## src/shared/t1p_pkg.sv

```systemverilog
// Purpose: Constants for the single-pair PMA control, status and test-pattern registers
// Assumes: Management access uses a device address and a 16-bit register address
// Notes: Line symbols are ternary and coded in two bits
package t1p_pkg;
  // Management space of this block
  localparam logic [4:0] DEV_ADDR = 5'h01;
  localparam logic [15:0] ADDR_CTRL = 16'h08f6;
  localparam logic [15:0] ADDR_CAP = 16'h08f7;
  localparam logic [15:0] ADDR_TEST = 16'h08f8;
  localparam logic [15:0] ADDR_ROLE = 16'h0834;
  // Control register fields
  localparam int CTRL_OFF_BIT = 14;
  localparam int CTRL_HI_BIT = 12;
  localparam int CTRL_SPARE_BIT = 11;
  localparam int CTRL_EEE_BIT = 10;
  localparam int CTRL_LOOP_BIT = 0;
  localparam logic [15:0] CTRL_RESET = 16'h0000;
  // Capability register fields and fixed value
  localparam int CAP_LOOP_BIT = 13;
  localparam int CAP_HI_BIT = 12;
  localparam int CAP_PD_BIT = 11;
  localparam int CAP_EEE_BIT = 10;
  localparam logic [15:0] CAP_FIXED = 16'h2800;
  // Test register field
  localparam int TEST_LSB = 13;
  localparam logic [15:0] TEST_RESET = 16'h0000;
  // Role register fields
  localparam int ROLE_BIT = 4;
  localparam logic [3:0] ROLE_TYPE = 4'h2;
  // Test pattern codes
  localparam logic [2:0] TM_NORMAL = 3'h0;
  localparam logic [2:0] TM_ALT = 3'h1;
  localparam logic [2:0] TM_DROOP = 3'h2;
  localparam logic [2:0] TM_IDLE = 3'h3;
  // Droop pattern: run length of each polarity and last count of the 20-symbol period
  localparam logic [4:0] DROOP_HALF = 5'h0a;
  localparam logic [4:0] DROOP_LAST = 5'h13;
  // Ternary symbol codes
  localparam logic [1:0] SYM_ZERO = 2'h0;
  localparam logic [1:0] SYM_POS = 2'h1;
  localparam logic [1:0] SYM_NEG = 2'h3;
  // Strap settle: two synchroniser stages plus one
  localparam logic [1:0] STRAP_WAIT = 2'h2;
  // Register selector
  typedef enum logic [2:0] {
    RS_NONE = 3'b000,
    RS_CTRL = 3'b001,
    RS_CAP = 3'b010,
    RS_TEST = 3'b011,
    RS_ROLE = 3'b100
  } t1p_sel_t;
  // Start-up state
  typedef enum logic [0:0] {
    ST_WAIT = 1'b0,
    ST_RUN = 1'b1
  } t1p_state_t;
endpackage : t1p_pkg

```

## src/core/t1p_pma_regs.sv

```systemverilog
// Purpose: PMA line control, capability and transmit test-pattern registers with datapath
// Assumes: Management port and symbol paths run on sys_clk_in; straps are asynchronous pins
// Notes: All outputs are registered; ce_in low freezes every flip-flop
`timescale 1ns/1ns
module t1p_pma_regs #(
  parameter bit FIRST_PORT = 1'b1
) (
  input wire logic sys_clk_in,
  input wire logic rstn_in,
  input wire logic ce_in,
  input wire logic mgmt_req_in,
  input wire logic mgmt_wr_in,
  input wire logic [4:0] mgmt_dev_in,
  input wire logic [15:0] mgmt_addr_in,
  input wire logic [15:0] mgmt_wdata_in,
  input wire logic tx_level_strap_in,
  input wire logic an_enable_in,
  input wire logic an_high_amplitude_in,
  input wire logic an_leader_in,
  input wire logic [1:0] tx_sym_in,
  input wire logic [1:0] line_rx_sym_in,
  output logic mgmt_ack_out,
  output logic [15:0] mgmt_rdata_out,
  output logic [1:0] line_sym_out,
  output logic line_drive_en_out,
  output logic amplitude_high_out,
  output logic leader_out,
  output logic send_idle_out,
  output logic [1:0] rx_sym_out
);
  import t1p_pkg::*;

  // Register decode, shared by read and write paths
  function automatic t1p_sel_t reg_sel(input logic [4:0] dev, input logic [15:0] addr);
    reg_sel = RS_NONE;
    if (dev == DEV_ADDR) begin
      case (addr)
        ADDR_CTRL: reg_sel = RS_CTRL;
        ADDR_CAP: reg_sel = RS_CAP;
        ADDR_TEST: reg_sel = RS_TEST;
        ADDR_ROLE: reg_sel = RS_ROLE;
        default: reg_sel = RS_NONE;
      endcase
    end
  endfunction : reg_sel

  // Strap synchroniser; stage one feeds only stage two
  logic strap_s1_ff, strap_s2_ff;
  always_ff @(posedge sys_clk_in or negedge rstn_in) begin
    if (!rstn_in) begin
      strap_s1_ff <= 1'b0;
      strap_s2_ff <= 1'b0;
    end else if (ce_in) begin
      strap_s1_ff <= tx_level_strap_in;
      strap_s2_ff <= strap_s1_ff;
    end
  end

  // Register state
  t1p_state_t st_ff, nxt_st;
  logic [1:0] wait_ff, nxt_wait;
  logic cap_hi_ff, nxt_cap_hi;
  logic off_ff, nxt_off;
  logic hi_sel_ff, nxt_hi_sel;
  logic spare_ff, nxt_spare;
  logic eee_ff, nxt_eee;
  logic loop_ff, nxt_loop;
  logic [2:0] tmode_ff, nxt_tmode;
  logic role_ff, nxt_role;
  logic ack_ff, nxt_ack;
  logic [15:0] rdata_ff, nxt_rdata;
  t1p_sel_t sel;

  // Management read/write and strap capture after reset release
  always_comb begin
    sel = reg_sel(mgmt_dev_in, mgmt_addr_in);
    nxt_st = st_ff;
    nxt_wait = wait_ff;
    nxt_cap_hi = cap_hi_ff;
    nxt_off = off_ff;
    nxt_hi_sel = hi_sel_ff;
    nxt_spare = spare_ff;
    nxt_eee = eee_ff;
    nxt_loop = loop_ff;
    nxt_tmode = tmode_ff;
    nxt_role = role_ff;
    nxt_ack = mgmt_req_in;
    nxt_rdata = 16'h0000;
    // Strap is read only once it has crossed both stages
    if (st_ff == ST_WAIT) begin
      if (wait_ff == STRAP_WAIT) begin
        nxt_cap_hi = strap_s2_ff;
        nxt_hi_sel = strap_s2_ff;
        nxt_st = ST_RUN;
      end else begin
        nxt_wait = wait_ff + 2'h1;
      end
    end
    if (mgmt_req_in && mgmt_wr_in) begin
      // Only writable fields are loaded; capability writes fall away
      case (sel)
        RS_CTRL: begin
          nxt_off = mgmt_wdata_in[CTRL_OFF_BIT];
          nxt_hi_sel = mgmt_wdata_in[CTRL_HI_BIT];
          nxt_spare = mgmt_wdata_in[CTRL_SPARE_BIT];
          nxt_eee = mgmt_wdata_in[CTRL_EEE_BIT];
          nxt_loop = mgmt_wdata_in[CTRL_LOOP_BIT];
        end
        RS_TEST: nxt_tmode = mgmt_wdata_in[TEST_LSB +: 3];
        RS_ROLE: nxt_role = mgmt_wdata_in[ROLE_BIT];
        default: nxt_rdata = 16'h0000;
      endcase
    end else if (mgmt_req_in) begin
      case (sel)
        RS_CTRL: begin
          nxt_rdata[CTRL_OFF_BIT] = off_ff;
          nxt_rdata[CTRL_HI_BIT] = hi_sel_ff;
          nxt_rdata[CTRL_SPARE_BIT] = spare_ff;
          nxt_rdata[CTRL_EEE_BIT] = eee_ff;
          nxt_rdata[CTRL_LOOP_BIT] = loop_ff;
        end
        RS_CAP: begin
          nxt_rdata = CAP_FIXED;
          nxt_rdata[CAP_HI_BIT] = cap_hi_ff;
        end
        RS_TEST: nxt_rdata[TEST_LSB +: 3] = tmode_ff;
        RS_ROLE: begin
          nxt_rdata[3:0] = ROLE_TYPE;
          nxt_rdata[ROLE_BIT] = role_ff;
        end
        default: nxt_rdata = 16'h0000;
      endcase
    end
  end

  always_ff @(posedge sys_clk_in or negedge rstn_in) begin
    if (!rstn_in) begin
      st_ff <= ST_WAIT;
      wait_ff <= 2'h0;
      cap_hi_ff <= 1'b0;
      off_ff <= CTRL_RESET[CTRL_OFF_BIT];
      hi_sel_ff <= CTRL_RESET[CTRL_HI_BIT];
      spare_ff <= CTRL_RESET[CTRL_SPARE_BIT];
      eee_ff <= CTRL_RESET[CTRL_EEE_BIT];
      loop_ff <= CTRL_RESET[CTRL_LOOP_BIT];
      tmode_ff <= TEST_RESET[TEST_LSB +: 3];
      role_ff <= FIRST_PORT;
      ack_ff <= 1'b0;
      rdata_ff <= 16'h0000;
    end else if (ce_in) begin
      st_ff <= nxt_st;
      wait_ff <= nxt_wait;
      cap_hi_ff <= nxt_cap_hi;
      off_ff <= nxt_off;
      hi_sel_ff <= nxt_hi_sel;
      spare_ff <= nxt_spare;
      eee_ff <= nxt_eee;
      loop_ff <= nxt_loop;
      tmode_ff <= nxt_tmode;
      role_ff <= nxt_role;
      ack_ff <= nxt_ack;
      rdata_ff <= nxt_rdata;
    end
  end

  // Line datapath state
  logic [4:0] cnt_ff, nxt_cnt;
  logic [1:0] sym_ff, nxt_sym;
  logic drv_ff, nxt_drv;
  logic amp_ff, nxt_amp;
  logic lead_ff, nxt_lead;
  logic idle_ff, nxt_idle;
  logic [1:0] rx_ff, nxt_rx;

  // Pattern generation, amplitude, role and loopback; energy-saving bit is not read here
  always_comb begin
    nxt_cnt = (cnt_ff == DROOP_LAST) ? 5'h00 : cnt_ff + 5'h01;
    nxt_sym = tx_sym_in;
    nxt_idle = 1'b0;
    nxt_lead = an_enable_in ? an_leader_in : role_ff;
    case (tmode_ff)
      TM_ALT: nxt_sym = cnt_ff[0] ? SYM_NEG : SYM_POS;
      TM_DROOP: nxt_sym = (cnt_ff < DROOP_HALF) ? SYM_POS : SYM_NEG;
      TM_IDLE: begin
        nxt_idle = 1'b1;
        nxt_lead = 1'b1;
      end
      default: nxt_cnt = 5'h00; // Upper codes run as normal
    endcase
    // Silencing overrides every pattern, the driver is released too
    nxt_drv = !off_ff;
    if (off_ff) begin
      nxt_sym = SYM_ZERO;
    end
    nxt_amp = an_enable_in ? an_high_amplitude_in : hi_sel_ff;
    nxt_rx = loop_ff ? tx_sym_in : line_rx_sym_in;
  end

  always_ff @(posedge sys_clk_in or negedge rstn_in) begin
    if (!rstn_in) begin
      cnt_ff <= 5'h00;
      sym_ff <= SYM_ZERO;
      drv_ff <= 1'b0;
      amp_ff <= 1'b0;
      lead_ff <= 1'b0;
      idle_ff <= 1'b0;
      rx_ff <= SYM_ZERO;
    end else if (ce_in) begin
      cnt_ff <= nxt_cnt;
      sym_ff <= nxt_sym;
      drv_ff <= nxt_drv;
      amp_ff <= nxt_amp;
      lead_ff <= nxt_lead;
      idle_ff <= nxt_idle;
      rx_ff <= nxt_rx;
    end
  end

  // Outputs straight from flip-flops
  assign mgmt_ack_out = ack_ff;
  assign mgmt_rdata_out = rdata_ff;
  assign line_sym_out = sym_ff;
  assign line_drive_en_out = drv_ff;
  assign amplitude_high_out = amp_ff;
  assign leader_out = lead_ff;
  assign send_idle_out = idle_ff;
  assign rx_sym_out = rx_ff;
endmodule : t1p_pma_regs

```

## config.mk

```make
export PLATFORM = sky130hd
export DESIGN_NAME = t1p_pma_regs
export DESIGN_NICKNAME = d
export VERILOG_FILES = /design/src/shared/t1p_pkg.sv /design/src/core/t1p_pma_regs.sv
export SDC_FILE = /design/constraint.sdc
export NUM_CORES = 1
export LEC_CHECK = 0
export ABC_AREA = 1
export BUFFER_PORTS_ARGS = -buffer_cell sky130_fd_sc_hd__buf_2
export CAP_MARGIN = 20
export CORE_AREA = 2 2 68 70
export DETAILED_ROUTE_END_ITERATION = 10
export DIE_AREA = 0 0 70 72
export PLACE_DENSITY_LB_ADDON = 0.12
export SETUP_SLACK_MARGIN = 0.1
export SLEW_MARGIN = 20
export SYNTH_ARGS = -nofsm -noshare
export SYNTH_HDL_FRONTEND = slang
export SYNTH_SLANG_ARGS = --single-unit
```

## constraint.sdc

```tcl
create_clock -name sys_clk_in -period 1.65 [get_ports sys_clk_in]
set_clock_uncertainty 0.2 [all_clocks]
set_input_delay 0.165 -clock sys_clk_in [delete_from_list [all_inputs] [get_ports sys_clk_in]]
set_output_delay 0.165 -clock sys_clk_in [all_outputs]
set_load 0.005 [all_outputs]
```

Yosys cells after proc, flatten, opt, wreduce, memory -nomap -nowiden:

Index checks and enable logic that the tools add are counted.

* $add $sub $neg: 2
* order comparisons: 1
* eq/ne operators: 14
* muxes and demuxes: 27
* bitwise logic cells: 2
* reductions and logical operators: 8

Operator list (number)
* $eq 16x12->1 const B: 4
* $mux 16: 2
* $reduce_and 3->1: 5
* $eq 3x2->1 const B: 4
* $mux 1: 12
* $pmux 3 s4: 1
* $mux 5: 2
* $mux 2: 4
* $eq 3x1->1 const B: 2
* $pmux 3 s2: 1
* $add 5x1->5 const B: 1
* $eq 5x1->1 const B: 1
* $eq 5x5->1 const B: 1
* $lt 5x4->1 const B: 1
* $mux 4: 1
* $pmux 1 s2: 2
* $pmux 2 s2: 1
* $eq 3x3->1 const B: 1
* $mux 3: 1
* $reduce_or 3->1: 1
* $add 2x1->2 const B: 1
* $eq 2x2->1 const B: 1
* $not 1->1: 2
* $logic_and 1x1->1: 1
* $logic_not 1->1: 1

* flip-flop bits (word level): 45
* output and inout port bits: 25
* word-level logic and storage cells: 75

Logic depth before layout (Yosys ltp):

* word-level depth: 7
* gate-level depth with buffers: 10
* gate-level depth less buffers: 10

Worst setup path before layout:

Ideal clock, no wire load.

* path kind: flip-flop to flip-flop
* start: register wait_ff[0]
* end: register hi_sel_ff
* arrival: 1.053 ns
* setup slack: 0.280 ns
* stages on the path, launching flop included: 10
* buffers on the path: 0
* clock period less this slack: 1.370 ns
* cell sequence: dfrtp_1 -> inv_1 -> ha_1 -> inv_1 -> nor2_1 -> nand2_1 -> o211ai_1 -> nand2_1 -> nand2_1 -> nand2_1

* longest elaborated chain between the ends: 5

Ends and longest elaborated chain
* start: declaration: RTL line t1p_pma_regs.sv:61 `logic [1:0] wait_ff, nxt_wait;`
* start signal: assignment: RTL line t1p_pma_regs.sv:152 `wait_ff <= nxt_wait;`
* $eq 2x2->1 *: RTL line t1p_pma_regs.sv:91 `if (wait_ff == STRAP_WAIT) begin`
* $mux 1 *: RTL line t1p_pma_regs.sv:91
* $mux 1 *: RTL line t1p_pma_regs.sv:90 `if (st_ff == ST_WAIT) begin`
* $mux 1: RTL line t1p_pma_regs.sv:101 `case (sel)`
* $mux 1 *: RTL line t1p_pma_regs.sv:99 `if (mgmt_req_in && mgmt_wr_in) begin`
* end signal: assignment: RTL line t1p_pma_regs.sv:142 `hi_sel_ff <= CTRL_RESET[CTRL_HI_BIT];`
* end signal: assignment: RTL line t1p_pma_regs.sv:155 `hi_sel_ff <= nxt_hi_sel;`
* end: declaration: RTL line t1p_pma_regs.sv:64 `logic hi_sel_ff, nxt_hi_sel;`

Every way passes the cells marked *; elsewhere a longest branch is shown, timed or not.
A chain may end at the register's enable or synchronous reset.

Final worst setup path:

* start: input port mgmt_req_in
* end: register tmode_ff[2]

* longest elaborated chain between the ends: 2

Ends and longest elaborated chain
* start: declaration: RTL line t1p_pma_regs.sv:11 `input wire logic mgmt_req_in,`
* $logic_and 1x1->1: RTL line t1p_pma_regs.sv:99
* $reduce_and 3->1 (no source line)
* end signal: assignment: RTL line t1p_pma_regs.sv:146 `tmode_ff <= TEST_RESET[TEST_LSB +: 3];`
* end signal: assignment: RTL line t1p_pma_regs.sv:159 `tmode_ff <= nxt_tmode;`
* end: declaration: RTL line t1p_pma_regs.sv:68 `logic [2:0] tmode_ff, nxt_tmode;`

No other way between the ends.

==> flow_metrics.tcl <==
set metrics [dict create \
    power_frac_seq_pct 45.5 \
    fin_crit_sh_pct 88.9 \
    power_frac_clock_pct 44.2 \
    io_buffer_count 59 \
    crit_slowest_cell "dlygate4sd3_1" \
    clk_pin_slew_ps 70 \
    routed_wl_mm 4.50 \
    swShare_pct 21.5 \
    p_leak_nw 1.46 \
    multi_input_comb_area_um2 905 \
    hold_depth 3 \
    status "finished clean" \
    cts_tree "done" \
    finalWeightedCongestion 0.841 \
    worstSetupEndpoint "tmode_ff[2]" \
    path_class "in2reg" \
    final-hold-violation-count 0 \
    post-cts-setup-buffer-count 0 \
    worst-path-buf-inv 3 \
    critPathMaxStageDelay_ps 520 \
    start_kind "input port" \
    num_rows 24 \
    final_common_cell "nand2_1" \
    fin_tns_setup_ps 0 \
    fillerInstances 385 \
    grt_max_degree 39 \
    coreArea_um2 4260 \
    grt_overflow 0 \
    yosysWarnings 0 \
    dieArea_um2 5040 \
    clockBufferDepth 2 \
    root_buffer "clkbuf_8" \
    first_pass_iters 5 \
    first_global_vias 1778 \
    die_y_um 72 \
    slew_viol_final 0 \
    synth.cell_area_um2 2010 \
    worst_ep_arrival_time_ps 1450 \
    power_density_nw_per_um2 788 \
    fmax_mhz 682 \
    place_area_um2 2370 \
    htreeDepth 2 \
    worstSetupStartpoint "mgmt_req_in" \
    rr_endpoint "hi_sel_ff" \
    crit_top_cell "nand2_1" \
    place_inst 370 \
    r2r-start "wait_ff[0]" \
    crit_family "buffers and inverters" \
    netSwitchingPower_uw 457 \
    drt-wirelength-per-cell_um 11.4 \
    vias 1901 \
    post-route-util_pct 63.2 \
    drive_gt1_share_pct 25.9 \
    avgSynthCellArea_um2 7.80 \
    clk_latency_ps 290 \
    synth_cells 258 \
    final_cells 396 \
    ff2ff_setup_slack_ps 220 \
    cp.depth 8 \
    drtIter0Drc 98 \
    antenna_found_initial 0 \
    crit_chain "dlygate4sd3_1 > buf_2 > nand2_1 > nor2_4 > buf_4 > nand3_2 > nand2_1 > nand2_1" \
    area_growth_pct 34.0 \
    drv_cap 0 \
    intPower_mw 1.67 \
    fin_area_um2 2700 \
    peakVddDrop_mv 0.575 \
    combPwrFrac_pct 10.3 \
    cp_data_required_time_ps 1630 \
    crit_fanout 4 \
    grt_first_pass_wirelength_mm 7.80 \
    nets 395 \
    place_hpwl_mm 3.23 \
    ys_ff_latch 38 \
    synth_top_area_share_pct 46.0 \
    final_cell_mix "nand2_1 (75), buf_2 (59), dfrtp_1 (37), inv_1 (29), nor2_1 (29)" \
    ys_top_cells_by_area "dfrtp_1 (46%), nand2_1 (14%), nor2_1 (5.6%)" \
    drc 0 \
    fin_crit_ps 1470 \
    die_x_um 70 \
    rsz0062_at_grt "yes" \
    initial_utilization_pct 47.2 \
    synth_largest_area_cell "dfrtp_1" \
    ys_types 29 \
    cts.sinks 38 \
    vias_per_cell 4.80 \
    setup_viol 0 \
    io_pins 75 \
    regArea_um2 952 \
    whs_ps 23.3 \
    min_path_type "in2reg" \
    r2r_cells 9 \
    synth.yosys.seq_area_share_pct 47.3 \
    n_antenna_cell 0 \
    antenna_left 0 \
    cp-end-kind "flip-flop" \
    cts_buffers 5 \
    grt_usage_pct 19.6 \
]
-- registers in the layout, indices dropped and copies added (netlist names), 2 cells and up --
| signal | cells |
|---|---|
| tmode_ff | 3 |
| mgmt_rdata_out | 9 |
| cnt_ff | 5 |
| line_sym_out | 2 |
| rx_sym_out | 2 |
| wait_ff | 2 |
-- routing by layer --
layer | wire [um] | up-vias | share of wire [%] | GRT usage [%]
met4 | 41 | 0 | 0.91 | 7.69
li1 | - | 984 | - | -
met5 | 0 | - | 0 | 0
met3 | 199 | 5 | 4.4 | 3.89
met2 | 2110 | 47 | 47 | 32.5
met1 | 2140 | 865 | 48 | 25.6
-- tightest hold or removal path: cells and delay by family --
kind / cells / cell delay, ps
compound gates: 1 / 140
buf+inv: 1 / 110
mux: 1 / 60
-- cells by family (layout without fill, tap and decap cells) --
family	Yosys count	in the layout	synth area share (%)
multiplexers	1	1	0.498
buffers and inverters	42	122	9.20
flip-flops	38	38	47.3
AO/OA/AOI/OAI	31	31	8.71
other	1	7	0.186
XOR/XNOR	4	4	1.74
adder cells (fa/ha/maj)	2	2	1.24
AND/OR/NAND/NOR	139	139	31.1
-- layout make-up --
type,instances,area share [%]
sequential,38,35.3
multi-input combinational,184,33.5
timing repair buffer,83,19.3
inverter,31,4.32
clock buffer,5,2.55
clock inverter,3,2.55
tap,52,2.41
-- stage by stage --
stage	power (mW)	setup slack (ps)
3_3_place_gp	1.17	94.7
6_report	2.12	183
2_1_floorplan	1.07	280
4_1_cts	2.14	136
5_1_grt	2.23	90.5
3_5_place_dp	1.17	70.9
-- Yosys cell counts (all sizes together) --
cell type,count
o211ai,3
a31oi,2
nor3,1
a21oi,5
nand3,10
conb,1
dfrtp,37
nor2,34
mux2i,1
o21ai,20
nand2,78
xor2,4
dfstp,1
nand3b,1
o31ai,1
nand4,15
buf,9
ha,2
inv,31
clkbuf,2
-- worst min path at each step --
stage / from / end
2_1_floorplan: rstn_in / amplitude_high_out
3_3_place_gp: rstn_in / mgmt_rdata_out[4]
3_5_place_dp: rstn_in / mgmt_rdata_out[4]
4_1_cts: ce_in / mgmt_ack_out
5_1_grt: ce_in / mgmt_ack_out
6_report: an_enable_in / amplitude_high_out
-- power by group through the flow --
stage | combinational [mW] | clock (mW) | sequential, mW
after detailed placement | 0.187 | 0 | 0.984
after global routing | 0.251 | 1.01 | 0.969
after global placement | 0.186 | 0 | 0.984
final | 0.219 | 0.938 | 0.966
after CTS | 0.220 | 0.958 | 0.966
after floorplan | 0.0860 | 0 | 0.986
-- repair_timing --
action	4_1_cts	5_1_grt
setup endpoints to repair	0	5
gates resized for setup	0	2
endpoints found under the hold margin	53	0
hold buffers	18	0
(Power assumes the default switching activity.)
